**src/common/wdc_pkg.sv**
```systemverilog
// package: constants and types for the watchdog-clear instruction block
package wdc_pkg;
    // instruction word and decode
    localparam int           INSTR_W       = 14;
    localparam logic [13:0]  OP_WDT_CLEAR  = 14'h0064;
    // watchdog counter and prescaler
    localparam int           WDT_W         = 8;
    localparam int           PRESC_W       = 8;
    localparam logic [7:0]   WDT_CLEAR_VAL = 8'h00;
    localparam logic [7:0]   PRESC_CLR_VAL = 8'h00;
    localparam logic [7:0]   WDT_RST_VAL   = 8'h00;
    localparam logic [7:0]   PRESC_RST_VAL = 8'h00;
    localparam logic [7:0]   PRESC_DFLT    = 8'hFF;
    // status flags, active low
    localparam logic         FLAG_SET      = 1'h1;
    localparam logic         FLAG_CLR      = 1'h0;
    localparam logic         FLAG_RST_VAL  = 1'h1;
    // instruction cycle phases, one-hot
    typedef enum logic [3:0] {
        PH_Q1 = 4'h1,
        PH_Q2 = 4'h2,
        PH_Q3 = 4'h4,
        PH_Q4 = 4'h8
    } wdc_phase_type;
endpackage

```
**src/common/wdc_phase_if.sv**
```systemverilog
// interface: instruction-cycle phase carried from the phase generator
`timescale 1ns/1ps
`default_nettype none
interface wdc_phase_if;
    wdc_pkg::wdc_phase_type phase;
    logic                   cycle_end;
    modport gen (output phase, output cycle_end);
    modport use_ph (input phase, input cycle_end);
endinterface
`default_nettype wire

```
**src/core/wdc_phase_gen.sv**
```systemverilog
// module: four-phase instruction cycle sequencer
`timescale 1ns/1ps
`default_nettype none
module wdc_phase_gen (
    // clock and reset
    input  wire logic   core_clk,
    input  wire logic   rst,
    // phase out
    wdc_phase_if.gen    ph
);
    wdc_pkg::wdc_phase_type phase_ff;
    wdc_pkg::wdc_phase_type nxt_phase;

    always_comb begin
        case (phase_ff)
            wdc_pkg::PH_Q1: nxt_phase = wdc_pkg::PH_Q2;
            wdc_pkg::PH_Q2: nxt_phase = wdc_pkg::PH_Q3;
            wdc_pkg::PH_Q3: nxt_phase = wdc_pkg::PH_Q4;
            wdc_pkg::PH_Q4: nxt_phase = wdc_pkg::PH_Q1;
            default:        nxt_phase = wdc_pkg::PH_Q1;
        endcase
    end

    always_ff @(posedge core_clk) begin
        if (rst) begin
            phase_ff <= wdc_pkg::PH_Q1;
        end else begin
            phase_ff <= nxt_phase;
        end
    end

    assign ph.phase     = phase_ff;
    assign ph.cycle_end = (phase_ff == wdc_pkg::PH_Q4);
endmodule
`default_nettype wire

```
**src/core/wdc_top.sv**
```systemverilog
// module: watchdog-clear instruction execution with counter, prescaler and status flags
// ****************************************************************
// Summary of operation
// - The decoder takes the 14-bit word 00 0000 0110 0100, with no operands, as the watchdog-clear instruction.
// - Executing it loads the watchdog counter with 00h.
// - It also clears the watchdog prescaler to zero so prescaled counting restarts.
// - It sets the active-low time-out and power-down flags to 1 and touches no other flag.
// - It is one program word long and finishes within one instruction cycle.
// - Phase one decodes, phase two idles, phase three processes, phase four clears the counter.
// ****************************************************************
`timescale 1ns/1ps
`default_nettype none
module wdc_top #(
    parameter int          WDT_W   = wdc_pkg::WDT_W,
    parameter int          PRESC_W = wdc_pkg::PRESC_W,
    parameter logic [7:0]  PRESC_MAX = wdc_pkg::PRESC_DFLT
) (
    // clock and reset
    input  wire logic                 core_clk,
    input  wire logic                 rst,
    // instruction stream, sampled in phase one
    input  wire logic [13:0]          instr_word,
    input  wire logic                 instr_valid,
    // watchdog time base and power events
    input  wire logic                 wdt_tick,
    input  wire logic                 sleep_entry,
    // watchdog state
    output logic [WDT_W-1:0]          watchdog_counter,
    output logic [PRESC_W-1:0]        wdt_prescaler,
    output logic                      wdt_timeout,
    // status flags, active low
    output logic                      timeout_flag_n,
    output logic                      powerdown_flag_n,
    // phase and completion
    output logic [3:0]                q_phase,
    output logic                      wdt_clear_done
);
    // ****************************************************************
    // phase sequencing
    // ****************************************************************
    wdc_phase_if ph_if ();

    wdc_phase_gen u_phase (
        .core_clk (core_clk),
        .rst      (rst),
        .ph       (ph_if.gen)
    );

    wire logic in_q1 = (ph_if.phase == wdc_pkg::PH_Q1);
    wire logic in_q3 = (ph_if.phase == wdc_pkg::PH_Q3);
    // end-of-cycle mark from the sequencer is the phase-four indicator
    wire logic in_q4 = ph_if.cycle_end;

    // ****************************************************************
    // decode and execute pipeline
    // ****************************************************************
    logic                  hit_ff;
    logic                  exec_ff;
    logic [WDT_W-1:0]      wdt_ff;
    logic [PRESC_W-1:0]    presc_ff;
    logic                  to_n_ff;
    logic                  pwrdn_n_ff;
    logic                  tout_ff;
    logic                  done_ff;
    logic [3:0]            phase_out_ff;

    wire logic opcode_hit = instr_valid && (instr_word == wdc_pkg::OP_WDT_CLEAR);
    wire logic do_clear   = in_q4 && exec_ff;

    // free-running watchdog time base; a clear always beats a tick in the same cycle
    wire logic presc_wrap = wdt_tick && (presc_ff == PRESC_W'(PRESC_MAX));
    wire logic wdt_wrap   = presc_wrap && (wdt_ff == {WDT_W{1'b1}});
    wire logic [PRESC_W-1:0] presc_inc = presc_wrap ? PRESC_W'(wdc_pkg::PRESC_CLR_VAL)
                                                    : presc_ff + PRESC_W'(1);
    wire logic [WDT_W-1:0]   wdt_inc   = wdt_ff + WDT_W'(1);

    wire logic nxt_hit_ff  = in_q1 ? opcode_hit : hit_ff;
    // process step in phase three, dropped after phase four
    wire logic nxt_exec_ff = in_q3 ? hit_ff : (in_q4 ? 1'b0 : exec_ff);

    always_ff @(posedge core_clk) begin
        if (rst) begin
            hit_ff  <= 1'b0;
            exec_ff <= 1'b0;
        end else begin
            hit_ff  <= nxt_hit_ff;
            exec_ff <= nxt_exec_ff;
        end
    end

    // ****************************************************************
    // watchdog counter and prescaler
    // ****************************************************************
    always_ff @(posedge core_clk) begin
        if (rst) begin
            wdt_ff   <= WDT_W'(wdc_pkg::WDT_RST_VAL);
            presc_ff <= PRESC_W'(wdc_pkg::PRESC_RST_VAL);
            tout_ff  <= 1'b0;
        end else if (do_clear) begin
            wdt_ff   <= WDT_W'(wdc_pkg::WDT_CLEAR_VAL);
            presc_ff <= PRESC_W'(wdc_pkg::PRESC_CLR_VAL);
            tout_ff  <= 1'b0;
        end else begin
            presc_ff <= wdt_tick ? presc_inc : presc_ff;
            wdt_ff   <= presc_wrap ? wdt_inc : wdt_ff;
            tout_ff  <= wdt_wrap;
        end
    end

    // ****************************************************************
    // status flags
    // ****************************************************************
    // events clear a flag; the instruction in phase four sets it and wins over them
    always_ff @(posedge core_clk) begin
        if (rst) begin
            to_n_ff    <= wdc_pkg::FLAG_RST_VAL;
            pwrdn_n_ff <= wdc_pkg::FLAG_RST_VAL;
        end else if (do_clear) begin
            to_n_ff    <= wdc_pkg::FLAG_SET;
            pwrdn_n_ff <= wdc_pkg::FLAG_SET;
        end else begin
            to_n_ff    <= wdt_wrap ? wdc_pkg::FLAG_CLR : to_n_ff;
            pwrdn_n_ff <= sleep_entry ? wdc_pkg::FLAG_CLR : pwrdn_n_ff;
        end
    end

    // ****************************************************************
    // registered outputs
    // ****************************************************************
    always_ff @(posedge core_clk) begin
        if (rst) begin
            done_ff      <= 1'b0;
            phase_out_ff <= 4'h0;
        end else begin
            done_ff      <= do_clear;
            phase_out_ff <= ph_if.phase;
        end
    end

    assign watchdog_counter = wdt_ff;
    assign wdt_prescaler    = presc_ff;
    assign wdt_timeout      = tout_ff;
    assign timeout_flag_n   = to_n_ff;
    assign powerdown_flag_n = pwrdn_n_ff;
    assign q_phase          = phase_out_ff;
    assign wdt_clear_done   = done_ff;
endmodule
`default_nettype wire

```
**config.mk**
```make
export PLATFORM = sky130hd
export DESIGN_NAME = wdc_top
export DESIGN_NICKNAME = d
export VERILOG_FILES = /design/src/common/wdc_pkg.sv /design/src/common/wdc_phase_if.sv /design/src/core/wdc_phase_gen.sv /design/src/core/wdc_top.sv
export SDC_FILE = /design/constraint.sdc
export NUM_CORES = 1
export LEC_CHECK = 0
export BUFFER_PORTS_ARGS = -buffer_cell sky130_fd_sc_hd__buf_2
export CORE_MARGIN = 2
export CORE_UTILIZATION = 52
export DETAILED_ROUTE_END_ITERATION = 6
export GPL_ROUTABILITY_DRIVEN = 0
export PLACE_DENSITY = 0.92
export SKIP_LAST_GASP = 1
export SLEW_MARGIN = 10
export SYNTH_ARGS = -nofsm -noshare
export SYNTH_HDL_FRONTEND = slang
export SYNTH_HIERARCHICAL = 1
export SYNTH_SLANG_ARGS = --single-unit
```
**constraint.sdc**
```tcl
create_clock -name core_clk -period 3.2 [get_ports core_clk]
set_clock_uncertainty 0.05 [all_clocks]
set_input_delay 0.64 -clock core_clk [delete_from_list [all_inputs] [get_ports core_clk]]
set_output_delay 0.64 -clock core_clk [all_outputs]
set_load 0.03 [all_outputs]
```
==> Yosys cells after proc, flatten, opt, wreduce, memory -nomap -nowiden <==
Cells that the tools add are included.
{ "op_classes": {"bitwise_logic": 0, "add_sub_neg": 2, "shift": 0, "n_reduce_logical": 6, "magnitude_cmp": 0, "n_eq_ne": 7, "n_mux": 4, "multipliers": 0, "div": 0} }
{ "ops": {"columns": ["operator", "count"], "rows": [
  ["$add 8x1->8 const B", 2],
  ["$eq 8x8->1 const B", 2],
  ["$eq 14x7->1 const B", 1],
  ["$pmux 4 s3", 1],
  ["$mux 8", 1],
  ["$eq 4x1->1 const B", 1],
  ["$eq 4x2->1 const B", 1],
  ["$eq 4x3->1 const B", 1],
  ["$eq 4x4->1 const B", 1],
  ["$logic_and 1x1->1", 4],
  ["$mux 1", 2],
  ["$reduce_bool 2->1", 1],
  ["$reduce_or 2->1", 1]
]} }
{ "totals": {"in_bits": 19, "latchBits": 0, "mem_count": 0, "ram_bits": 0, "output_inout_bits": 24, "romBits": 0, "regBits": 30, "elab_cells": 29} }

==> Depth between registers and ports, before layout <==
Gate-level depths: netlist of the first run.
{ "logic_depth": {"ltp_word": 3, "mapped_depth": 6, "mapped_depth_nobuf": 5} }

==> Modules after synthesis <==
The synthesis of the first run kept the hierarchy.
{ "modules_own_cells": {"columns": ["module", "instances", "area_each_um2", "cells_per_inst"], "rows": [
  ["wdc_top", 1, 1093.5, 117],
  ["wdc_phase_gen", 1, 148.9, 13]
]} }

==> Worst setup path before layout of the first run <==
OpenSTA, ideal clock, no wires.
{ "synth_path": {"path_kind": "register -> register", "start": "reg presc_ff[0], in the netlist wdt_prescaler[0]", "end": "reg wdt_ff[7], in the netlist watchdog_counter[7]", "slack_ns": 1.366, "stages_incl_launch_ff": 6, "synth_period_minus_slack_ns": 1.834, "n_path_buf": 0, "arrival_time_ns": 1.714, "required_ns": 3.080, "cell_sequence": "dfxtp_1 > ha_1 > and3_4 > nand3_4 > or4_1 > a21oi_1"} }
{ "synth_via": {"elab_chain_len": 2} }
{ "synth_rtl": {"columns": ["item", "line_no", "text"], "rows": [
  ["from (decl)", "wdc_top.sv:60", "logic [PRESC_W-1:0] presc_ff;"],
  ["from (signal assigned)", "wdc_top.sv:97", "presc_ff <= PRESC_W'(wdc_pkg::PRESC_RST_VAL);"],
  ["from (signal assigned)", "wdc_top.sv:101", "presc_ff <= PRESC_W'(wdc_pkg::PRESC_CLR_VAL);"],
  ["from (signal assigned)", "wdc_top.sv:104", "presc_ff <= wdt_tick ? presc_inc : presc_ff;"],
  ["$eq 8x8->1", "wdc_top.sv:71", "wire logic presc_wrap = wdt_tick && (presc_ff == PRESC_W'(PRESC_MAX));"],
  ["$logic_and 1x1->1", "wdc_top.sv:71", null],
  ["to (signal assigned)", "wdc_top.sv:96", "wdt_ff <= WDT_W'(wdc_pkg::WDT_RST_VAL);"],
  ["to (signal assigned)", "wdc_top.sv:100", "wdt_ff <= WDT_W'(wdc_pkg::WDT_CLEAR_VAL);"],
  ["to (signal assigned)", "wdc_top.sv:105", "wdt_ff <= presc_wrap ? wdt_inc : wdt_ff;"],
  ["to (decl)", "wdc_top.sv:59", "logic [WDT_W-1:0] wdt_ff;"]
]} }
Every way passes these cells.
A chain may end at the register's enable or synchronous reset.

==> Worst setup path in the final report of the first run <==
{ "layout_path": {"start": "reg u_phase.phase_ff[2], in the netlist u_phase/ph.phase[2]", "end": "reg presc_ff[5], in the netlist wdt_prescaler[5]"} }
{ "layout_via": {"elab_chain_len": 3} }
{ "layout_rtl": {"columns": ["item", "line_no", "text"], "rows": [
  ["from (decl)", "wdc_phase_gen.sv:11", "wdc_pkg::wdc_phase_type phase_ff;"],
  ["from (signal assigned)", "wdc_phase_gen.sv:26", "phase_ff <= wdc_pkg::PH_Q1;"],
  ["from (signal assigned)", "wdc_phase_gen.sv:28", "phase_ff <= nxt_phase;"],
  ["$eq 4x4->1", "wdc_phase_gen.sv:33", "assign ph.cycle_end = (phase_ff == wdc_pkg::PH_Q4);"],
  ["via in_q4", "wdc_top.sv:52", "wire logic in_q4 = ph_if.cycle_end;"],
  ["$logic_and 1x1->1", "wdc_top.sv:68", "wire logic do_clear = in_q4 && exec_ff;"],
  ["$reduce_or 2->1 (no source line)", null, null]
]} }
The timed path passes the listed nets, and every way through them passes these cells.

==> qor.yml, run 1 <==
wirelength_mm: 2.590
period_minus_slack_ps: 1843
fin_cells: 205
rows: 17
ys_seq_elements: 30
cts_root_buffer: "clkbuf_4"
drv_slew: 0
die_area_sq_mm: 0.002796
postSynthAreaPerCell_sq_um: 9.557
crit_arrival_ps: 1980
max_freq_mhz: 542.7
insertion_delay_ps: 340
tightestPinTransition_ps: 634.2
cts_setup_buffers: 0
h-tree-depth: 2
worstSetupEndpointType: "register"
path_clk_slew_ps: 100
routedWlPerCell_microns: 12.63
ctsHoldBuffers: 0
io_pins: 43
critPathTopFamily: "simple AND/OR/NAND/NOR gates"
seq_area_frac_synth_pct: 48.34
drtPass1Iterations: 5
dp.cells: 197
port_buffers: 42
die_w_microns: 52.88
finalNetCount: 197
slew_headroom_pct: 57.72
critPathSlowestCell: "nor4b_1"
start_kind: "register"
power_density_mw_per_mm2: 480.7
drc: 0
grt_usage_pct: 21.23
p_leak_nw: 0.6497
path_cells: "nor4b_1 -> nand2_1 -> nand2b_1 -> nor3_1"
synth_nets: 151
drtIter0Drc: 26
finalCritPeriodShare_pct: 57.58
path_max_fanout: 18
clock_sinks: 30
syn-cell-area_sq_mm: 0.001242
ir_drop_uv: 343.5
fp.coreArea_sq_mm: 0.002233
path_buf_inv: 0
n_antenna_cell: 0
status: "complete, no violations"
slowest_delay_ps: 510
routed-via-count: 1120
finalSetupViolCount: 0
viasPerCell: 5.463
setup_tns_ps: 0
dp.final_hpwl_mm: 1.884
hold_violations: 0
drv_cap: 0
rsz0062_at_grt: "no"
area_growth_syn_to_layout_pct: 23.56
cts_resized: 0
worstPathRequired_ps: 3340
grt.overflow.total: 0
grt_pass1_wl_mm: 4.236
cts_buffers: 5
drive_gt1_share_pct: 31.07
antenna_left: 0
antenna_found_initial: 0
synth_warnings: 6
grt_pass1_vias: 1050
cts_tree: "built"
grt_max_degree: 19
critical_path_class: "reg2reg"
finalPower_uw: 738.0
start_util_pct: 55.63
dieHeight_microns: 52.88
hold_class: "reg2reg"
synth_cell_types: 33
cts_max_path_buffers: 2
synthCells: 130
worst paths after layout:
check,start,to,slack [ps],depth (start not counted)
worst max register to register,u_phase/ph.phase[2],wdt_prescaler[5],1360,4
worst max-delay path,u_phase/ph.phase[2],wdt_prescaler[5],1360,4
worst min-delay path,timeout_flag_n,timeout_flag_n,420,1
worst min register to register,timeout_flag_n,timeout_flag_n,420,1
synth_stat cells:
| library cell | count | area [sq um] |
|---|---|---|
| a21o_1 | 1 | 7.510 |
| and4_4 | 1 | 11.26 |
| a21oi_1 | 6 | 30.03 |
| nor3_1 | 2 | 10.01 |
| clkbuf_1 | 2 | 7.510 |
| nand3b_1 | 2 | 15.01 |
| dfxtp_1 | 30 | 600.6 |
| nor4b_1 | 4 | 35.03 |
| nor3b_1 | 1 | 7.510 |
| nor4_1 | 3 | 18.77 |
| and3_1 | 1 | 6.260 |
| nand3_1 | 3 | 15.01 |
| buf_2 | 1 | 5.000 |
| inv_1 | 2 | 7.510 |
| nor4bb_1 | 1 | 10.01 |
| and4bb_2 | 2 | 25.02 |
| xnor2_1 | 5 | 43.79 |
| o31ai_1 | 1 | 7.510 |
| o21ai_0 | 4 | 20.02 |
| mux2i_1 | 1 | 10.01 |
| nand2b_1 | 2 | 12.51 |
| or4b_2 | 1 | 10.01 |
| nor2b_1 | 5 | 31.28 |
| or4_1 | 1 | 7.510 |
| nand4_1 | 8 | 50.05 |
| and3_4 | 1 | 11.26 |
| xor2_1 | 7 | 61.31 |
| nand3_4 | 1 | 17.52 |
| or3_1 | 4 | 25.02 |
| o211ai_1 | 1 | 7.510 |
| ha_1 | 2 | 25.02 |
| nor2_1 | 17 | 63.81 |
| nand2_1 | 7 | 26.28 |
power breakdown:
part           internal [mW]  switching, mW
registers              0.393         0.0252
clock network          0.106          0.128
logic                 0.0413         0.0447
per-stage QoR:
step | setup slack [ps] | hold WS [ps] | instance area (sq um) | utilization (%)
global placement | 1332 | 382.9 | 1475 | 66.05
detailed placement | 1290 | 405.1 | 1475 | 66.05
floorplan | 1366 | 391.8 | 1242 | -
global route | 1174 | 458.6 | 1535 | 68.74
finish | 1357 | 417.0 | 1535 | 68.74
CTS | 1355 | 424.5 | 1535 | 68.74
metal layers:
layer	vias to the layer above	routed length (microns)	track usage [%]
met3	6	194	5.932
met5	-	0	0
met1	508	1083	23.46
met4	0	68	12.82
li1	557	-	-
met2	49	1243	35.83
state kept, by name, summed over array words and instances (netlist names):
register	flops
watchdog_counter	8
wdt_prescaler	8
q_phase	4
u_phase/ph.phase	4
exec_ff	1
hit_ff	1
powerdown_flag_n	1
timeout_flag_n	1
wdt_clear_done	1
wdt_timeout	1
cells in the final DEF (no fill, tap or decap):
master,instances
nor3_1,2
nand4_1,8
mux2i_1,1
a21oi_1,6
and4bb_2,2
clkbuf_4,5
buf_2,42
nand3_4,1
nor4b_1,4
o31ai_1,1
clkbuf_8,1
and4_4,1
clkbuf_1,1
and3_4,1
a21o_1,1
nand2b_1,2
or3_1,4
and3_1,1
nand3b_1,2
clkinv_2,1
nand3_1,3
o21ai_0,4
nor3b_1,1
nor4_1,3
dfxtp_1,30
or4_1,1
ha_1,2
nor4bb_1,1
xnor2_1,5
nor2_1,17
or4b_2,1
o211ai_1,1
nand2_1,7
xor2_1,7
nor2b_1,5
inv_1,2
logic make-up after synthesis:
logic type	Yosys count	share of synthesized area, %
adders and majority gates	2	2.014
and+or+nand+nor	67	32.93
AOI/OAI and AO/OA	13	5.842
buffers and inverters	5	1.611
DFF	30	48.34
xor gates and xnor gates	12	8.459
muxes	1	0.8057
final cells by class:
cell class,count,area [sq um]
clock buffers,7,55.05
clock inverters,1,5.005
fillers,191,698.2
inverters,2,7.507
multi-input cells,95,621.8
flip-flops and latches,30,600.6
well taps,28,35.03
repair buffers,42,210.2
(Power assumes the default switching activity.)
==> run 2: changes to the inputs <==
--- a/config.mk
+++ b/config.mk
@@ -7,10 +7,10 @@
 export LEC_CHECK = 0
 export BUFFER_PORTS_ARGS = -buffer_cell sky130_fd_sc_hd__buf_2
 export CORE_MARGIN = 2
-export CORE_UTILIZATION = 52
+export CORE_UTILIZATION = 43
 export DETAILED_ROUTE_END_ITERATION = 6
 export GPL_ROUTABILITY_DRIVEN = 0
-export PLACE_DENSITY = 0.92
+export PLACE_DENSITY = 0.82
 export SKIP_LAST_GASP = 1
 export SLEW_MARGIN = 10
 export SYNTH_ARGS = -nofsm -noshare
==> constraint.sdc (replaced) <==
create_clock -name core_clk -period 1.55 [get_ports core_clk]
set_clock_uncertainty 0.05 [all_clocks]
set_input_delay 0.31 -clock core_clk [delete_from_list [all_inputs] [get_ports core_clk]]
set_output_delay 0.31 -clock core_clk [all_outputs]
set_load 0.03 [all_outputs]
==> run 2 against run 1 <==
  * Worst setup slack got worse by 1300 ps
  * Die area increased by 19%
  * Sequential power increased by 110%
  * Combinational power increased by 120%
  * Wire length increased by 2.4%
  * Worst hold slack got worse by 310 ps
  * Power increased by 110%
  * Sequential share of layout area decreased by 1.1 points
  * Register-to-register slack got worse by 1300 ps
  * Non-clock buffer count increased by 4
  * Critical path type unchanged
  * Largest power group unchanged
==> qor.yml, run 2 (synthesized netlist as in run 1, its figures left out) <==
rsz0062_at_grt: "yes"
finalCritPeriodShare_pct: 95.80  # +38 points
grt_pass1_wl_mm: 4.360  # +2.9%
grt_max_degree: 19  # unchanged
hold_class: "in2reg"
setup_tns_ps: 0  # unchanged
grt_usage_pct: 17.16  # -4.1 points
ir_drop_uv: 668.2  # +95%
layout_commonest_cell: "buf_2"
dieHeight_microns: 57.76  # +9.2%
rows: 19  # +2
routed-via-count: 1143  # +2.1%
insertion_delay_ps: 330  # about the same
cts_buffers: 5  # unchanged
worstSetupEndpointType: "register"
antenna_left: 0  # unchanged
critical_path_class: "reg2reg"
p_leak_nw: 0.6788  # +4.5%
dp.final_hpwl_mm: 1.938  # +2.9%
cts_max_path_buffers: 2  # unchanged
h-tree-depth: 2  # unchanged
antenna_found_initial: 0  # unchanged
cp-startpoint: "wdt_prescaler[1]"
n_antenna_cell: 0  # unchanged
drc: 0  # unchanged
path_clk_slew_ps: 90  # about the same
status: "complete, no violations"
fin_cells: 212  # +3.4%
worstPathRequired_ps: 1730  # -1610 ps
finalNetCount: 201  # +2.0%
period_minus_slack_ps: 1485  # -357.8 ps
hold_start: "sleep_entry"
clock_sinks: 30  # unchanged
final_cell_mix: "42 x buf_2, 20 x dfxtp_1, 17 x nor2_1"
die_area_sq_mm: 0.003336  # +19%
fp.coreArea_sq_mm: 0.002758  # +23%
start_kind: "register"
drtIter0Drc: 30  # +15%
drv_slew: 0  # unchanged
drive_gt1_share_pct: 40.33  # +9.3 points
final_util_pct: 59.12  # -9.6 points
io_pins: 43  # unchanged
dp.cells: 203  # +3.0%
area_growth_syn_to_layout_pct: 31.22
die_w_microns: 57.76  # +9.2%
port_buffers: 42  # unchanged
grt.overflow.total: 0  # unchanged
cts_root_buffer: "clkbuf_4"
slew_headroom_pct: 73.57  # +16 points
drtPass1Iterations: 4  # -1
finalSetupViolCount: 0  # unchanged
max_freq_mhz: 673.5  # +24%
cts_tree: "built"
r2r-start: "wdt_prescaler[1]"
ctsHoldBuffers: 0  # unchanged
crit_arrival_ps: 1670  # -310 ps
drv_cap: 0  # unchanged
routedWlPerCell_microns: 12.50  # -1.0%
tightestPinTransition_ps: 391.0  # -243.2 ps
wirelength_mm: 2.651  # +2.4%
grt_pass1_vias: 1033  # -1.6%
n_fill_cell: 257  # +35%
hold_violations: 0  # unchanged
start_util_pct: 45.05  # -11 points
viasPerCell: 5.392  # -1.3%
whs_ps: 111.4  # -305.6 ps
power_density_mw_per_mm2: 944.1  # +96%
path_max_fanout: 5  # -13
-- run 2: changes by cell type in the layout (fill, tap and decap cells not counted), sizes merged --
| cell | before | now |
|---|---|---|
| buf | 42 | 46 |
-- run 2: what timing repair did --
item                       CTS  global route
pin swaps                    2             6
hold endpoints to repair     0             0
setup endpoints to repair    1             6
resized for setup            0             4
setup buffers                1             0
-- run 2: layout make-up --
type | count | area (sq um) | area share, %
clock inverter | 1 | 5.005 | 0.3070
sequential | 30 | 620.6 | 38.07
clock buffer | 7 | 55.05 | 3.377
inverter | 2 | 7.507 | 0.4605
multi-input combinational | 95 | 650.6 | 39.91
tap | 31 | 38.79 | 2.379
timing repair buffer | 46 | 252.7 | 15.50
-- run 2: per-stage QoR --
step / setup WS, ps / area [sq um] / power, mW
3_5_place_dp: -11.29 / 1549 / 1.070
2_1_floorplan: -58.40 / 1279 / 0.9974
6_report: 65.15 / 1630 / 1.539
4_1_cts: 50.73 / 1617 / 1.559
3_3_place_gp: 43.86 / 1549 / 1.059
5_1_grt: 0.3791 / 1630 / 1.625
-- run 2: where the power goes --
part | switching, mW | total, mW | internal, mW
Clock | 0.266 | 0.486 | 0.220
Sequential | 0.0556 | 0.863 | 0.808
Combinational | 0.0939 | 0.190 | 0.0965
-- run 2: layer usage --
layer | global-route usage (%) | wire length (microns)
met1 | 17.88 | 1038
met2 | 29.55 | 1353
met3 | 7.366 | 223
met4 | 8.306 | 36
met5 | 0 | 0
-- run 2: path summary, 6_finish.rpt --
check	endpoint	slack [ps]	cells after the start
setup / recovery	timeout_flag_n	70	5
hold / removal	powerdown_flag_n	110	2
setup reg to reg	timeout_flag_n	70	5
hold reg to reg	wdt_clear_done	420	2
-- run 2: critical path: stages, from the launching register on --
cell	delay, ps
dfxtp_4	370
ha_4	140
and3_4	200
nand3_4	100
or3_1	350
a21o_1	190
==> run 3: changes to the inputs <==
--- a/config.mk
+++ b/config.mk
@@ -6,6 +6,7 @@
 export NUM_CORES = 1
 export LEC_CHECK = 0
 export BUFFER_PORTS_ARGS = -buffer_cell sky130_fd_sc_hd__buf_2
+export CORE_ASPECT_RATIO = 1.75
 export CORE_MARGIN = 2
 export CORE_UTILIZATION = 43
 export DETAILED_ROUTE_END_ITERATION = 6
==> run 3 against run 2 <==
  * Wire length up 12%
  * Sequential power is 1% higher
  * Worst hold slack improved by 46 ps
  * Worst setup slack got worse by 4.2 ps
  * Combinational power is 3% higher
  * Clock power increased by 56%
  * Power is 19% higher
  * Largest cell class unchanged
  * Largest power group unchanged
==> qor.yml, run 3 (synthesized netlist as in run 1, its figures left out) <==
status: "complete, no violations"
hold_violations: 0  # unchanged
critical_path_class: "reg2reg"
grt_pass1_vias: 1195  # +16%
wirelength_mm: 2.978  # +12%
antenna_found_initial: 0  # unchanged
routed-via-count: 1196  # +4.6%
max_freq_mhz: 671.6  # -0.28%
tightestPinTransition_ps: 375.2  # -15.84 ps
setup_tns_ps: 0  # unchanged
rows: 25  # +6
port_buffers: 42  # unchanged
insertion_delay_ps: 270  # -60 ps
rsz0062_at_grt: "yes"
n_antenna_cell: 0  # unchanged
ctsHoldBuffers: 0  # unchanged
antenna_left: 0  # unchanged
start_util_pct: 45.66  # +0.60 points
grt_max_degree: 19  # unchanged
grt.overflow.total: 0  # unchanged
fp.coreArea_sq_mm: 0.002721  # -1.3%
layout_commonest_cell: "buf_2"
routedWlPerCell_microns: 13.92  # +11%
worstSetupEndpointType: "register"
worstPathRequired_ps: 1660  # -70 ps
dp.final_hpwl_mm: 2.142  # +11%
drv_cap: 0  # unchanged
multi_input_area_sq_um: 671.9  # +3.3%
worst_r2r_path_depth: 3  # -2
h-tree-depth: 2  # unchanged
finalSetupViolCount: 0  # unchanged
finalPower_mw: 1.825  # +19%
slew_headroom_pct: 74.64  # +1.1 points
cts_tree: "built"
r2r_end: "hit_ff"
final-seq-area_sq_um: 616.8  # -0.60%
final_util_pct: 63.82  # +4.7 points
drtIter0Drc: 20  # -33%
drv_slew: 0  # unchanged
final_cell_mix: "42 x buf_2, 21 x dfxtp_1, 16 x nor2_1"
period_minus_slack_ps: 1489  # +4.215 ps
die_area_sq_mm: 0.003353  # +0.51%
dieHeight_microns: 75.11  # +30%
finalCritPeriodShare_pct: 96.07  # +0.27 points
ir_drop_uv: 826.0  # +24%
finalNetCount: 207  # +3.0%
io_pins: 43  # unchanged
n_fill_cell: 239  # -7.0%
grt_pass1_wl_mm: 4.788  # +9.8%
p_leak_nw: 0.7314  # +7.8%
crit_arrival_ps: 1600  # -70 ps
cts_root_buffer: "clkbuf_8"
drc: 0  # unchanged
drtPass1Iterations: 4  # unchanged
drive_gt1_share_pct: 43.85  # +3.5 points
path_clk_slew_ps: 60  # -30 ps
cts_buffers: 5  # unchanged
clock_sinks: 30  # unchanged
power_density_mw_per_mm2: 1051  # +11%
r2r-start: "u_phase/ph.phase[0]"
area_growth_syn_to_layout_pct: 39.78
cp-startpoint: "u_phase/ph.phase[0]"
hold_class: "in2reg"
grt_usage_pct: 19.25  # +2.1 points
viasPerCell: 5.589  # +3.7%
reg2reg_slack_ps: 60  # about the same
endpoint: "hit_ff"
path_max_fanout: 9  # +4
die_w_microns: 44.64  # -23%
start_kind: "register"
cts_max_path_buffers: 2  # unchanged
[run 3: worst min path at each step]
stage                   start          endpoint  cells past startpoint
2_1_floorplan     sleep_entry  powerdown_flag_n                      1
3_3_place_gp   timeout_flag_n    timeout_flag_n                      1
3_5_place_dp   timeout_flag_n    timeout_flag_n                      1
4_1_cts           sleep_entry  powerdown_flag_n                      2
5_1_grt           sleep_entry  powerdown_flag_n                      2
6_report          sleep_entry  powerdown_flag_n                      2
[run 3: per-layer routing]
| layer | up-vias | global-route usage [%] | wire length, microns |
|---|---|---|---|
| li1 | 581 | - | - |
| met1 | 552 | 17.56 | 1061 |
| met2 | 58 | 35.91 | 1663 |
| met3 | 5 | 5.276 | 204 |
| met4 | 0 | 11.78 | 48 |
| met5 | - | 0 | 0 |
[run 3: timing repair]
action,in CTS,in global routing
setup endpoints to repair,1,10
buffers inserted,2,2
hold endpoints to repair,0,0
gates resized for setup,0,6
pin swaps,1,5
[run 3: worst max-delay path, cell delays in order, from the launching register on]
cell and delay (ps):
dfxtp_1 510, or4b_2 640, nand3b_1 100, o21ai_0 70
[run 3: layout make-up]
class                   count  area share [%]
multi-input cells          95           38.69
flip-flops and latches     30           35.52
repair buffers             52           17.15
clock buffers               5           3.963
clock inverters             3           2.305
well taps                  27           1.945
inverters                   2          0.4323
[run 3: stage by stage]
stage               area (sq um)  hold slack [ps]  std cells  setup slack, ps
CTS                         1690            151.9        212         0.007327
global placement            1567            378.1        202            41.09
floorplan                   1279            360.4        130           -58.40
detailed placement          1567            390.6        202           -6.703
global route                1737            153.8        214           -25.86
finish                      1737            157.7        214            60.93
[run 3: where the power goes]
group          leakage [nW]  switching [mW]  internal (mW)
clock                0.0579           0.284          0.472
sequential            0.248          0.0615          0.810
combinational         0.425          0.0966         0.0998
total                 0.731           0.442           1.38
